--- src/hw/baud_gen_pkg.sv ---
// constants, types and register map of the serial bit-rate generator
// assumes a single core clock and an axi4-lite register master
`default_nettype none
package baud_gen_pkg;
  localparam int unsigned AXI_ADDR_W = 8;
  localparam int unsigned AXI_DATA_W = 32;
  localparam logic [7:0] REG_CTRL_OFS      = 8'h00;
  localparam logic [7:0] REG_TMR_OFS       = 8'h04;
  localparam logic [7:0] REG_T1_RELOAD_OFS = 8'h08;
  localparam logic [7:0] REG_T2_RELOAD_OFS = 8'h0c;
  localparam logic [7:0] REG_STATUS_OFS    = 8'h10;
  localparam int unsigned CTRL_MB1_POS  = 0;
  localparam int unsigned CTRL_MB0_POS  = 1;
  localparam int unsigned CTRL_DBL_POS  = 2;
  localparam int unsigned CTRL_TXT2_POS = 3;
  localparam int unsigned CTRL_RXT2_POS = 4;
  localparam int unsigned STAT_T2_POS   = 0;
  localparam int unsigned STAT_T1_POS   = 16;
  localparam int unsigned STAT_MODE_POS = 24;
  localparam int unsigned STAT_T2BR_POS = 26;
  localparam logic [7:0]  TMR_MODE_RST  = 8'h00;
  localparam logic [7:0]  T1_RELOAD_RST = 8'h00;
  localparam logic [15:0] T2_RELOAD_RST = 16'h0000;
  localparam logic [15:0] T2_COUNT_RST  = 16'hffff;
  localparam logic [3:0]  T1_AUTORELOAD_NIB = 4'h2;
  localparam int unsigned MODE0_DIV        = 12;
  localparam int unsigned MODE2_DIV        = 32;
  localparam int unsigned T1_PRESCALE      = 12;
  localparam int unsigned T1_DBL_DIV       = 2;
  localparam int unsigned T2_STEP          = 2;
  localparam int unsigned OVF_PER_BIT      = 16;
  localparam int unsigned T1_RANGE         = 256;
  localparam int unsigned T2_RANGE         = 65536;
  localparam logic [1:0]  RESP_OKAY   = 2'h0;
  localparam logic [1:0]  RESP_DECERR = 2'h3;

  typedef enum logic [1:0] {
    SER_SHIFT  = 2'h0,
    SER_UART8  = 2'h1,
    SER_FIXED9 = 2'h2,
    SER_UART9  = 2'h3
  } serial_mode_t;

  typedef enum logic [1:0] {
    RD_IDLE = 2'h0,
    RD_DATA = 2'h1
  } rd_state_t;

  typedef struct packed {
    logic [7:0] t2ReloadHigh;
    logic [7:0] t2ReloadLow;
    logic [7:0] timer1ReloadHigh;
    logic [7:0] timerModeReg;
    logic       rxTimer2Select;
    logic       txTimer2Select;
    logic       baudDoublerBit;
    logic       serialModeBit0;
    logic       serialModeBit1;
  } baud_cfg_t;
endpackage
`default_nettype wire

--- src/hw/tick_divider.sv ---
// divides a stream of enable pulses by LAST+1
// assumes inc is a per-cycle enable in the core clock domain; held high it counts every clock
`default_nettype none
module tick_divider
  import baud_gen_pkg::*;
#(
  parameter int unsigned      WIDTH = 4,
  parameter logic [WIDTH-1:0] LAST  = '1
) (
  input  wire logic clk_sys,
  input  wire logic sys_rst,
  input  wire logic inc,
  output logic      tick
);
  logic [WIDTH-1:0] cnt_ff;

  // tick is combinational; the caller registers it only for the mode, tx and rx ticks, and uses the timer 1 ones directly
  assign tick = inc && (cnt_ff == LAST);

  always_ff @(posedge clk_sys) begin
    if (sys_rst) begin
      cnt_ff <= '0;
    end else if (tick) begin
      cnt_ff <= '0;
    end else if (inc) begin
      cnt_ff <= cnt_ff + 1'b1;
    end
  end
endmodule
`default_nettype wire

--- src/hw/uart_baud_rate_generator.sv ---
// serial bit-rate generator with axi4-lite configuration registers
// assumes the shift logic consumes txTick and rxTick in the core clock domain
//
// What this block does
// mode 0 shift clock is the core clock divided by 12
// mode 2 rate is core clock over 64, or over 32 with doubler set
// modes 1 and 3 time bits from timer 1, timer 2, or one each
// timer 1 rate is its overflow rate times 2^doubler over 32
// software keeps the timer 1 interrupt off while it sources bit rates
// timer 1 overflows count in timer or counter use, any running mode
// auto-reload timer 1 gives doubler-scaled core/(12*(256-reload))/32
// timer 2 needs 16 overflows per bit
// in bit-rate use timer 2 steps once every two core clocks
// each direction uses timer 2 when its select is set, else timer 1
// either timer 2 select switches timer 2 into bit-rate generator use
// transmit and receive may run at different rates together
// timer 2 rate is core/(32*(65536-reload pair))
// timer 2 reloads all 16 bits from the reload pair on overflow
// mode bits 00,01,10,11 select modes 0,1,2,3
// separate one-cycle transmit and receive ticks go to the shift logic
//
// Decided for this implementation: the register addresses and the AXI4-Lite register port.
`default_nettype none
module uart_baud_rate_generator
  import baud_gen_pkg::*;
(
  input  wire logic                  clk_sys,
  input  wire logic                  sys_rst,
  input  wire logic                  t1OverflowIn,
  input  wire logic [AXI_ADDR_W-1:0] s_axi_awaddr,
  input  wire logic                  s_axi_awvalid,
  output logic                       s_axi_awready,
  input  wire logic [AXI_DATA_W-1:0] s_axi_wdata,
  input  wire logic [3:0]            s_axi_wstrb,
  input  wire logic                  s_axi_wvalid,
  output logic                       s_axi_wready,
  output logic [1:0]                 s_axi_bresp,
  output logic                       s_axi_bvalid,
  input  wire logic                  s_axi_bready,
  input  wire logic [AXI_ADDR_W-1:0] s_axi_araddr,
  input  wire logic                  s_axi_arvalid,
  output logic                       s_axi_arready,
  output logic [AXI_DATA_W-1:0]      s_axi_rdata,
  output logic [1:0]                 s_axi_rresp,
  output logic                       s_axi_rvalid,
  input  wire logic                  s_axi_rready,
  output logic                       txTick,
  output logic                       rxTick
);
  baud_cfg_t         cfg_ff;
  logic              awHeld_ff, wHeld_ff, nxt_awHeld, nxt_wHeld, doWrite;
  logic [7:0]        awAddr_ff;
  logic [31:0]       wData_ff;
  logic [3:0]        wStrb_ff;
  logic              awReady_ff, wReady_ff, bValid_ff, arReady_ff, rValid_ff;
  logic [1:0]        bResp_ff, rResp_ff;
  logic [31:0]       rData_ff;
  rd_state_t         rdState_ff;
  serial_mode_t      modeDec;
  logic              t2BaudMode, halfPhase_ff, t1AutoReload;
  logic              mcTick, t1IntOvf, t1Ovf, t1Half, t1Scaled;
  logic [7:0]        t1Cnt_ff;
  logic [15:0]       t2Cnt_ff, t2Reload;
  logic              t2Ovf;
  logic              mode0Pulse, mode2Pulse, txUartPulse, rxUartPulse;
  logic              txTick_ff, rxTick_ff;

  ////////////////////////////////////////////////////////////////////////////////
  // axi4-lite write channel: address and data accepted in either order

  assign doWrite    = awHeld_ff && wHeld_ff && !bValid_ff;
  assign nxt_awHeld = (awHeld_ff && !doWrite) || (s_axi_awvalid && awReady_ff);
  assign nxt_wHeld  = (wHeld_ff && !doWrite) || (s_axi_wvalid && wReady_ff);

  function automatic logic [31:0] mergeStrb(input logic [31:0] old, input logic [31:0] val,
                                            input logic [3:0] strb);
    logic [31:0] res;
    res = old;
    for (int b = 0; b < 4; b++) begin
      if (strb[b]) begin
        res[8*b +: 8] = val[8*b +: 8];
      end
    end
    return res;
  endfunction

  function automatic logic regMapped(input logic [7:0] a);
    return (a == REG_CTRL_OFS) || (a == REG_TMR_OFS) || (a == REG_T1_RELOAD_OFS) ||
           (a == REG_T2_RELOAD_OFS) || (a == REG_STATUS_OFS);
  endfunction

  always_ff @(posedge clk_sys) begin
    if (sys_rst) begin
      awHeld_ff  <= 1'b0;
      wHeld_ff   <= 1'b0;
      awReady_ff <= 1'b0;
      wReady_ff  <= 1'b0;
      awAddr_ff  <= 8'h00;
      wData_ff   <= 32'h0000_0000;
      wStrb_ff   <= 4'h0;
    end else begin
      awHeld_ff  <= nxt_awHeld;
      wHeld_ff   <= nxt_wHeld;
      awReady_ff <= !nxt_awHeld;
      wReady_ff  <= !nxt_wHeld;
      if (s_axi_awvalid && awReady_ff) begin
        awAddr_ff <= {s_axi_awaddr[7:2], 2'h0};
      end
      if (s_axi_wvalid && wReady_ff) begin
        wData_ff <= s_axi_wdata;
        wStrb_ff <= s_axi_wstrb;
      end
    end
  end

  always_ff @(posedge clk_sys) begin
    if (sys_rst) begin
      bValid_ff <= 1'b0;
      bResp_ff  <= RESP_OKAY;
    end else if (doWrite) begin
      bValid_ff <= 1'b1;
      bResp_ff  <= regMapped(awAddr_ff) ? RESP_OKAY : RESP_DECERR;
    end else if (s_axi_bready) begin
      bValid_ff <= 1'b0;
    end
  end

  // status is read-only; writes to it are accepted and dropped
  always_ff @(posedge clk_sys) begin
    if (sys_rst) begin
      cfg_ff <= '{t2ReloadHigh: T2_RELOAD_RST[15:8], t2ReloadLow: T2_RELOAD_RST[7:0],
                  timer1ReloadHigh: T1_RELOAD_RST, timerModeReg: TMR_MODE_RST, default: 1'b0};
    end else if (doWrite) begin
      case (awAddr_ff)
        REG_CTRL_OFS: begin
          if (wStrb_ff[0]) begin
            cfg_ff.serialModeBit1 <= wData_ff[CTRL_MB1_POS];
            cfg_ff.serialModeBit0 <= wData_ff[CTRL_MB0_POS];
            cfg_ff.baudDoublerBit <= wData_ff[CTRL_DBL_POS];
            cfg_ff.txTimer2Select <= wData_ff[CTRL_TXT2_POS];
            cfg_ff.rxTimer2Select <= wData_ff[CTRL_RXT2_POS];
          end
        end
        REG_TMR_OFS: begin
          if (wStrb_ff[0]) begin
            cfg_ff.timerModeReg <= wData_ff[7:0];
          end
        end
        REG_T1_RELOAD_OFS: begin
          if (wStrb_ff[0]) begin
            cfg_ff.timer1ReloadHigh <= wData_ff[7:0];
          end
        end
        REG_T2_RELOAD_OFS: begin
          {cfg_ff.t2ReloadHigh, cfg_ff.t2ReloadLow} <=
            16'(mergeStrb({16'h0000, t2Reload}, wData_ff, wStrb_ff));
        end
        default: begin
        end
      endcase
    end
  end

  ////////////////////////////////////////////////////////////////////////////////
  // axi4-lite read channel

  function automatic logic [31:0] readMux(input logic [7:0] a);
    logic [31:0] v;
    v = 32'h0000_0000;
    case (a)
      REG_CTRL_OFS: begin
        v[CTRL_MB1_POS]  = cfg_ff.serialModeBit1;
        v[CTRL_MB0_POS]  = cfg_ff.serialModeBit0;
        v[CTRL_DBL_POS]  = cfg_ff.baudDoublerBit;
        v[CTRL_TXT2_POS] = cfg_ff.txTimer2Select;
        v[CTRL_RXT2_POS] = cfg_ff.rxTimer2Select;
      end
      REG_TMR_OFS:       v[7:0]  = cfg_ff.timerModeReg;
      REG_T1_RELOAD_OFS: v[7:0]  = cfg_ff.timer1ReloadHigh;
      REG_T2_RELOAD_OFS: v[15:0] = t2Reload;
      REG_STATUS_OFS: begin
        v[STAT_T2_POS +: 16]  = t2Cnt_ff;
        v[STAT_T1_POS +: 8]   = t1Cnt_ff;
        v[STAT_MODE_POS +: 2] = modeDec;
        v[STAT_T2BR_POS]      = t2BaudMode;
      end
      default: v = 32'h0000_0000;
    endcase
    return v;
  endfunction

  always_ff @(posedge clk_sys) begin
    if (sys_rst) begin
      rdState_ff <= RD_IDLE;
      arReady_ff <= 1'b0;
      rValid_ff  <= 1'b0;
      rData_ff   <= 32'h0000_0000;
      rResp_ff   <= RESP_OKAY;
    end else begin
      case (rdState_ff)
        RD_IDLE: begin
          arReady_ff <= 1'b1;
          if (s_axi_arvalid && arReady_ff) begin
            arReady_ff <= 1'b0;
            rValid_ff  <= 1'b1;
            rData_ff   <= readMux({s_axi_araddr[7:2], 2'h0});
            rResp_ff   <= regMapped({s_axi_araddr[7:2], 2'h0}) ? RESP_OKAY : RESP_DECERR;
            rdState_ff <= RD_DATA;
          end
        end
        RD_DATA: begin
          if (s_axi_rready) begin
            rValid_ff  <= 1'b0;
            arReady_ff <= 1'b1;
            rdState_ff <= RD_IDLE;
          end
        end
        default: begin
          rValid_ff  <= 1'b0;
          arReady_ff <= 1'b0;
          rdState_ff <= RD_IDLE;
        end
      endcase
    end
  end

  ////////////////////////////////////////////////////////////////////////////////
  // mode decode and shared prescalers

  assign modeDec      = serial_mode_t'({cfg_ff.serialModeBit0, cfg_ff.serialModeBit1});
  assign t2BaudMode   = cfg_ff.txTimer2Select || cfg_ff.rxTimer2Select;
  assign t2Reload     = {cfg_ff.t2ReloadHigh, cfg_ff.t2ReloadLow};
  assign t1AutoReload = (cfg_ff.timerModeReg[7:4] == T1_AUTORELOAD_NIB);

  // one pulse every other core clock: timer 2 step and undoubled mode 2 base
  always_ff @(posedge clk_sys) begin
    if (sys_rst) begin
      halfPhase_ff <= 1'b0;
    end else begin
      halfPhase_ff <= !halfPhase_ff;
    end
  end

  tick_divider #(.WIDTH(4), .LAST(4'(MODE0_DIV - 1))) mode0Div (
    .clk_sys (clk_sys),
    .sys_rst (sys_rst),
    .inc     (1'b1),
    .tick    (mode0Pulse)
  );

  tick_divider #(.WIDTH(5), .LAST(5'(MODE2_DIV - 1))) mode2Div (
    .clk_sys (clk_sys),
    .sys_rst (sys_rst),
    .inc     (cfg_ff.baudDoublerBit || halfPhase_ff),
    .tick    (mode2Pulse)
  );

  ////////////////////////////////////////////////////////////////////////////////
  // timer 1: built-in auto-reload timer, otherwise overflows of the external timer

  tick_divider #(.WIDTH(4), .LAST(4'(T1_PRESCALE - 1))) t1Prescale (
    .clk_sys (clk_sys),
    .sys_rst (sys_rst),
    .inc     (1'b1),
    .tick    (mcTick)
  );

  assign t1IntOvf = t1AutoReload && mcTick && (t1Cnt_ff == 8'hff);

  always_ff @(posedge clk_sys) begin
    if (sys_rst) begin
      t1Cnt_ff <= 8'h00;
    end else if (t1IntOvf) begin
      t1Cnt_ff <= cfg_ff.timer1ReloadHigh;
    end else if (t1AutoReload && mcTick) begin
      t1Cnt_ff <= t1Cnt_ff + 8'h01;
    end
  end

  // counter use and the other running modes come in as overflow pulses
  assign t1Ovf = t1AutoReload ? t1IntOvf : t1OverflowIn;

  tick_divider #(.WIDTH(1), .LAST(1'(T1_DBL_DIV - 1))) t1DblDiv (
    .clk_sys (clk_sys),
    .sys_rst (sys_rst),
    .inc     (t1Ovf),
    .tick    (t1Half)
  );

  assign t1Scaled = cfg_ff.baudDoublerBit ? t1Ovf : t1Half;

  ////////////////////////////////////////////////////////////////////////////////
  // timer 2 in bit-rate generator use; held while neither select is set

  assign t2Ovf = t2BaudMode && halfPhase_ff && (t2Cnt_ff == 16'hffff);

  always_ff @(posedge clk_sys) begin
    if (sys_rst) begin
      t2Cnt_ff <= T2_COUNT_RST; // top of range: first step loads the reload pair
    end else if (t2Ovf) begin
      t2Cnt_ff <= t2Reload;
    end else if (t2BaudMode && halfPhase_ff) begin
      t2Cnt_ff <= t2Cnt_ff + 16'h0001;
    end
  end

  ////////////////////////////////////////////////////////////////////////////////
  // per-direction source and divide by 16

  tick_divider #(.WIDTH(4), .LAST(4'(OVF_PER_BIT - 1))) txDiv (
    .clk_sys (clk_sys),
    .sys_rst (sys_rst),
    .inc     (cfg_ff.txTimer2Select ? t2Ovf : t1Scaled),
    .tick    (txUartPulse)
  );

  tick_divider #(.WIDTH(4), .LAST(4'(OVF_PER_BIT - 1))) rxDiv (
    .clk_sys (clk_sys),
    .sys_rst (sys_rst),
    .inc     (cfg_ff.rxTimer2Select ? t2Ovf : t1Scaled),
    .tick    (rxUartPulse)
  );

  // registered so both ticks are clean one-cycle pulses
  always_ff @(posedge clk_sys) begin
    if (sys_rst) begin
      txTick_ff <= 1'b0;
      rxTick_ff <= 1'b0;
    end else begin
      case (modeDec)
        SER_SHIFT: begin
          txTick_ff <= mode0Pulse;
          rxTick_ff <= mode0Pulse;
        end
        SER_FIXED9: begin
          txTick_ff <= mode2Pulse;
          rxTick_ff <= mode2Pulse;
        end
        default: begin
          txTick_ff <= txUartPulse;
          rxTick_ff <= rxUartPulse;
        end
      endcase
    end
  end

  assign s_axi_awready = awReady_ff;
  assign s_axi_wready  = wReady_ff;
  assign s_axi_bvalid  = bValid_ff;
  assign s_axi_bresp   = bResp_ff;
  assign s_axi_arready = arReady_ff;
  assign s_axi_rvalid  = rValid_ff;
  assign s_axi_rdata   = rData_ff;
  assign s_axi_rresp   = rResp_ff;
  assign txTick        = txTick_ff;
  assign rxTick        = rxTick_ff;

  ////////////////////////////////////////////////////////////////////////////////
  // checks: gap between ticks once two ticks have passed since the last write

  logic [31:0] txGap_ff, rxGap_ff, t1Period, t2Period;
  logic [1:0]  txSeen_ff, rxSeen_ff;

  assign t1Period = 32'(T1_PRESCALE) * (32'(T1_RANGE) - {24'h0, cfg_ff.timer1ReloadHigh});
  assign t2Period = 32'(T2_STEP) * (32'(T2_RANGE) - {16'h0, t2Reload});

  always_ff @(posedge clk_sys) begin
    if (sys_rst || doWrite) begin
      txSeen_ff <= 2'h0;
      rxSeen_ff <= 2'h0;
    end else begin
      if (txTick_ff && txSeen_ff != 2'h2) txSeen_ff <= txSeen_ff + 2'h1;
      if (rxTick_ff && rxSeen_ff != 2'h2) rxSeen_ff <= rxSeen_ff + 2'h1;
    end
  end

  always_ff @(posedge clk_sys) begin
    if (sys_rst) begin
      txGap_ff <= 32'h0000_0001;
      rxGap_ff <= 32'h0000_0001;
    end else begin
      txGap_ff <= txTick_ff ? 32'h0000_0001 : txGap_ff + 32'h0000_0001;
      rxGap_ff <= rxTick_ff ? 32'h0000_0001 : rxGap_ff + 32'h0000_0001;
    end
  end
endmodule
`default_nettype wire

--- config.mk ---
export PLATFORM = sky130hd
export DESIGN_NAME = uart_baud_rate_generator
export DESIGN_NICKNAME = d
export VERILOG_FILES = /design/src/hw/baud_gen_pkg.sv /design/src/hw/tick_divider.sv /design/src/hw/uart_baud_rate_generator.sv
export SDC_FILE = /design/constraint.sdc
export NUM_CORES = 1
export LEC_CHECK = 0
export BUFFER_PORTS_ARGS = -buffer_cell sky130_fd_sc_hd__buf_2
export CAP_MARGIN = 25
export CORE_UTILIZATION = 60
export DETAILED_ROUTE_END_ITERATION = 10
export PLACE_DENSITY = 0.88
export SYNTH_ARGS = -nofsm -noshare
export SYNTH_HDL_FRONTEND = slang
export SYNTH_HIERARCHICAL = 1
export SYNTH_SLANG_ARGS = --single-unit
--- constraint.sdc ---
create_clock -name clk_sys -period 8.07 [get_ports clk_sys]
set_clock_uncertainty 0.05 [all_clocks]
set_input_delay 0.4035 -clock clk_sys [delete_from_list [all_inputs] [get_ports clk_sys]]
set_output_delay 0.4035 -clock clk_sys [all_outputs]
set_load 0.05 [all_outputs]
==> key figures, run 1 <==
Worst setup path
  – CP Capture Type: flip-flop
  – CP Depth: 12
  – Worst Path Required: ~8500 ps
  – Cell family with most CP delay: simple AND/OR/NAND/NOR gates
  – Crit Path Max Fanout: 5
  – Crit path DAT: 3740 ps
  – Crit path largest cell delay: 690 ps
  – Crit Path Category: flip-flop to flip-flop
  – Crit-path cells: ha_1 -> nand2_1 -> nor3b_1 -> and3_1 -> nand2_1 -> nand2_1 -> and2_2 -> nor2_1 -> o31ai_1 -> and4_4 -> or2_4 -> nor2_1
  – Worst path most repeated cell: nand2_1
  – Slowest CP cell: o31ai_1
  – CP Launch Type: flip-flop
  – Worst reg2reg path depth: 12
  – Worst Path Buf+Inv: 0

Timing
  – Fmax: between 200 and 300 MHz
  – WHS: 47.9 ps
  – Min Tclk post-route: roughly 3400 ps
  – Final setup fails: 0
  – Final period util: between 40% and 50%
  – RSZ-0062 raised after global routing: false
  – Pins Over Slew Limit: 0
  – Fin. Hold Viols: 0
  – Worst slew margin: 41.3%
  – TNS Setup: 0 ps
  – Worst slew pin tran: just under 900 ps

Global route
  – First-pass GRT wire length: ~26 mm
  – GRT met2 Usage: roughly half
  – Largest net degree at the start of global routing: 68
  – Global Route met1 Usage: 38.2%
  – GRT Max-Usage Layer: met2
  – Number of global-route vias before repair: 5,455
  – Gr usage total: between 30% and 40%
  – Met3 Use GR: approximately 7%
  – Gr ovfl total: 0
  – Initial antenna violation count: 0

Clock tree
  – Clock Tree Root: clkbuf_8
  – Clk buf depth: 2
  – Total CTS buffers: 17
  – Cts repair resizes: 0
  – Post-CTS Setup Inserts: 0
  – H-tree depth: 4
  – CTS Hold Bufs: 0
  – Clock transition at path regs: 60 ps
  – Clock sink total: between 100 and 150
  – TritonCTS clock tree: done
  – Clock Latency Late Sink: around 550 ps

Floorplan
  – Die width: around 110 um
  – Die ar.: about 11,000 um2
  – Die height: about 110 um
  – Core box area: about 10,000 um2
  – Top Ports: 103
  – Placement Rows: 37
  – Initial Utilization: about 62%

Min path
  – WHS Path Cells: 3
  – Hold WC Path Type: primary input to flip-flop

Drt
  – Vias: ~5,800
  – Vias per Instance: approximately 6.2
  – DR WL/cell: between 15 and 20 um
  – # DRC: 0
  – First-pass DRT Iterations: 7
  – Routed Antenna Nets: 0
  – Iter 0 DRT Violations: approximately 670
  – Drt total wl: around 16 mm

Yosys
  – Most common cell in the synthesized netlist: dfxtp_1
  – Ys Warns: 6
  – Synth Area per Inst: 8.89 um2
  – Synth Register Bits: approximately 150
  – Synth cell types: 66
  – Post-synth EDFFs: 0
  – Top post-synthesis cells by area: dfxtp_1, mux2i_1, nand2_1, nor2_1, a21oi_1
  – Mapped Cells: 722
  – Synth Flop Type: dfxtp_1
  – Async set-reset flop share out of synthesis: 0%
  – Synth top cells by count: dfxtp_1, nand2_1, nor2_1, a21oi_1, mux2i_1
  – Register area share after synthesis: about 46%
  – Cell area after synthesis: around 6400 um2
  – Top-area cell type share of the netlist area: between 40% and 50%
  – Cell type contributing the most total cell area after synthesis: dfxtp_1

Placement
  – Port Buffers: between 70 and 80
  – Gpl congestion: 0.861
  – Hpwl dp: about 11 mm

Finish
  – Area grow syn2layout: 15.5%
  – Filler cell count: ~780
  – Core Util, Final: a little under three quarters
  – Diode count: 0
  – Register area: around 2900 um2
  – Multi-input logic area: 3270 um2
  – Nets: 853
  – Layout cells sized above 1: about 17%

Run status
  – Status: finished, final reports clean

Job
  – Number of max-cap violations: 0

Power
  – PD cells: around 220 nW/um2
  – Pleak: 3.09 nW
  – Maximum vdd drop: ~0.16 mV
## path summary, 6_finish.rpt
path | from | to | slack [ps]
hold / removal | s_axi_wdata[2] | wData_ff[2]$_SDFFE_PP0P_ | 50
setup reg to reg | t1Prescale/cnt_ff[0]$_SDFFE_PP0P_ | rxDiv/cnt_ff[3]$_SDFFE_PP0P_ | 4720
setup / recovery | t1Prescale/cnt_ff[0]$_SDFFE_PP0P_ | rxDiv/cnt_ff[3]$_SDFFE_PP0P_ | 4720
hold reg to reg | s_axi_rdata[25]$_SDFFE_PP0P_ | s_axi_rdata[25]$_SDFFE_PP0P_ | 400
## sequential cells by signal, indices dropped and copies added (netlist names), 2 cells and up
name               count
txDiv/cnt_ff           4
wStrb_ff               2
cfg_ff                37
mode2Div/cnt_ff        5
t2Cnt_ff              16
t1Cnt_ff               8
mode0Div/cnt_ff        4
rxDiv/cnt_ff           4
t1Prescale/cnt_ff      4
awAddr_ff              6
wData_ff              16
s_axi_rdata           27
## cell families (layout without fill, tap and decap cells)
logic type | count (synthesis) | in the layout | synth area share [%]
compound gates | 147 | 147 | 15.6
xor+xnor | 18 | 18 | 2.46
fa+ha+maj | 8 | 8 | 1.56
buf+inv | 62 | 124 | 4.42
flops | 146 | 146 | 45.5
mux | 46 | 46 | 7.19
other cells | 2 | 15 | 0.117
simple gates | 293 | 293 | 23.1
## power by group
group	switching, mW	internal, mW	total, mW
combinational	0.0832	0.0344	0.118
sequential	0.0160	0.739	0.755
clock	0.305	0.477	0.782
total	0.404	1.25	1.65
## worst reg2reg max path: cells and delay by family, from the launching register on
family	cells	cell delay, ps
AO/OA/AOI/OAI	1	690
flip-flops	1	370
AND/OR/NAND/NOR	10	1950
adder cells (fa/ha/maj)	1	190
## final cells by class
type	count	area share [%]
clock buffer	18	5.77
tap	136	2.29
clock inverter	13	2.18
multi-input combinational	527	44.0
sequential	146	39.4
inverter	13	0.658
timing repair buffer	80	5.67
## through the flow
| stage | setup WS (ps) | area, um2 | cells | power (mW) |
|---|---|---|---|---|
| after floorplan | 5380 | 6470 | 735 | 0.855 |
| after global placement | 4970 | 6810 | 900 | 0.881 |
| after detailed placement | 4800 | 6810 | 900 | 0.887 |
| after CTS | 4760 | 7400 | 931 | 1.66 |
| after global routing | 4510 | 7420 | 933 | 1.71 |
| final | 4720 | 7420 | 933 | 1.65 |
## metal layers
metal	routed length, um	part of all wire (%)
met5	0	0
met4	406	2.5
met3	1300	8.1
met2	7610	47
met1	6860	42
## layout by cell type (no fill, tap or decap), drive strengths merged, types with 10 or more instances in the layout
cell    netlist  layout
buf          21      79
a21oi        50      50
nand2        86      86
nor3         28      28
o21ai        16      16
nor2         79      79
a311oi       10      10
nand3        30      30
inv          13      14
clkbuf       28      19
mux2i        45      45
conb          2      15
a221oi       11      11
a211oi       11      11
xnor2        10      10
nand4        17      17
dfxtp       146     146
(Power assumes the default switching activity.)
==> run 2: changes to the inputs <==
CORE_UTILIZATION = 56   (was 60)
PLACE_DENSITY = 0.83   (was 0.88)
clock period = 3.3 ns   (was 8.07 ns; I/O delays follow)
==> key figures, run 2 (same netlist as run 1, synthesis figures left out) <==
Placement
  – Hpwl dp: 11.3 mm
  – Port Buffers: 75
  – Placed instance area: roughly 6900 um2
  – Gpl congestion: 0.899

Finish
  – Filler cell count: between 800 and 900
  – Most frequent cells in the layout: dfxtp_1, nand2_1, nor2_1, buf_2, a21oi_1
  – Fin area: 7720 um2
  – Nets: a little under 900
  – Biggest register: cfg_ff
  – Max reg flops: 37
  – Diode count: 0
  – Layout cells sized above 1: between 15 and 20%
  – Area grow syn2layout: 20.3%
  – Most common cell after layout, fill and taps aside: dfxtp_1

Timing
  – Fin. Hold Viols: 0
  – Pins Over Slew Limit: 0
  – Final period util: about 85%
  – TNS Setup: 0 ps
  – Fmax: about 360 MHz
  – RSZ-0062 raised after global routing: false
  – Final setup fails: 0
  – Worst slew margin: a little over two fifths
  – WHS: approximately 23 ps
  – Worst slew pin tran: between 800 and 900 ps
  – Min Tclk post-route: between 2000 and 3000 ps

Global route
  – Number of global-route vias before repair: between 5,000 and 6,000
  – Gr usage total: 29.1%
  – Initial antenna violation count: 0
  – Gr ovfl total: 0
  – Largest net degree at the start of global routing: 52
  – First-pass GRT wire length: between 20 and 30 mm

Clock tree
  – Clock sink total: roughly 150
  – Cts repair resizes: 0
  – H-tree depth: 4
  – Post-CTS Setup Inserts: 0
  – Clock Latency Late Sink: roughly 420 ps
  – Clock Tree Root: clkbuf_16
  – Total CTS buffers: 17
  – Clk buf depth: 2
  – Clock transition at path regs: roughly 60 ps
  – TritonCTS clock tree: done

Power
  – PD cells: roughly 530 nW/um2
  – Internal: ~3.2 mW
  – Register share of total power: ~45%
  – Comb pwr share: under 10%
  – Total power: around 4 mW
  – Power share of the clock group: 47.5%
  – P_sw: between 0.9 and 1 mW
  – Switching Share: 23.3%
  – Maximum vdd drop: roughly 0.37 mV
  – Pleak: 3.24 nW

Floorplan
  – Top Ports: 103
  – Core box area: around 11,000 um2
  – Die ar.: 11,900 um2
  – Initial Utilization: 58.5%
  – Die height: around 110 um
  – Die width: 109 um
  – Placement Rows: 38

Worst setup path
  – Cell family with most CP delay: simple AND/OR/NAND/NOR gates
  – R2R setup slack: between 400 and 500 ps
  – CP Launch Type: flip-flop
  – Crit path largest cell delay: roughly 440 ps
  – Slowest CP cell: nor3b_1
  – Crit Path Category: flip-flop to flip-flop
  – Worst Path Buf+Inv: 1
  – Crit-path cells: ha_1 -> nand2_1 -> nor3b_1 -> and3_1 -> nand2_1 -> nand2_1 -> and2_2 -> nor2_1 -> o31ai_1 -> buf_4 -> and4_4 -> or2_4 -> nor2_1
  – CP Capture Type: flip-flop
  – Crit Path Max Fanout: 5
  – Crit path DAT: ~3000 ps
  – Worst Path Required: about 3600 ps
  – Worst path most repeated cell: nand2_1

Drt
  – Vias per Instance: 6.06
  – # DRC: 0
  – First-pass DRT Iterations: 8
  – Vias: 5,862
  – Routed Antenna Nets: 0
  – Drt total wl: 16.6 mm
  – DR WL/cell: 17.2 um
  – Iter 0 DRT Violations: roughly 650

Run status
  – Status: finished, final reports clean

Min path
  – Hold WC Path Type: primary input to flip-flop

Job
  – Number of max-cap violations: 0
## run 2: final timing paths
| path | start | end | cells after the start |
|---|---|---|---|
| max | t1Prescale/cnt_ff[0]$_SDFFE_PP0P_ | rxDiv/cnt_ff[3]$_SDFFE_PP0P_ | 13 |
| min | s_axi_awvalid | awAddr_ff[4]$_SDFFE_PP0P_ | 3 |
| max reg2reg | t1Prescale/cnt_ff[0]$_SDFFE_PP0P_ | rxDiv/cnt_ff[3]$_SDFFE_PP0P_ | 13 |
| min reg2reg | s_axi_rdata[25]$_SDFFE_PP0P_ | s_axi_rdata[25]$_SDFFE_PP0P_ | 2 |
## run 2: timing repair
item                       CTS  global route
hold endpoints to repair    26             0
setup endpoints to repair    0             0
hold buffers                26             0
## run 2: metrics by stage
stage               utilization (%)  instances  setup WS [ps]
floorplan                         -        735            606
global placement               62.4        910            618
detailed placement             62.4        910            576
CTS                            70.3        968            549
global route                   70.3        968            258
finish                         70.3        968            484
## run 2: routing by layer
metal / GRT usage (%) / wire, um
met5: 0 / 0
met4: 12.5 / 296
met1: 36.3 / 7130
met3: 6.87 / 1240
met2: 47.8 / 7960
## run 2: final cells by class
class                   count  area (um2)  area share (%)
multi-input cells         527        3270            42.3
flip-flops and latches    146        2920            37.8
repair buffers            110         706            9.14
clock buffers              23         478            6.19
well taps                 140         175            2.27
clock inverters             9         129            1.67
inverters                  13        48.8           0.632
## run 2: power by group through the flow
stage / logic, mW / clock network, mW / registers, mW
3_3_place_gp: 0.278 / 0 / 1.88
4_1_cts: 0.312 / 1.98 / 1.85
2_1_floorplan: 0.159 / 0 / 1.93
3_5_place_dp: 0.287 / 0 / 1.88
6_report: 0.315 / 1.96 / 1.85
5_1_grt: 0.342 / 2.05 / 1.85
## run 2: worst reg2reg max path: stages, from the launching register on
cell and delay [ps]:
dfxtp_1 370, ha_1 180, nand2_1 100, nor3b_1 440
and3_1 320, nand2_1 120, nand2_1 120, and2_2 140
nor2_1 50, o31ai_1 220, buf_4 190, and4_4 220
or2_4 120, nor2_1 50
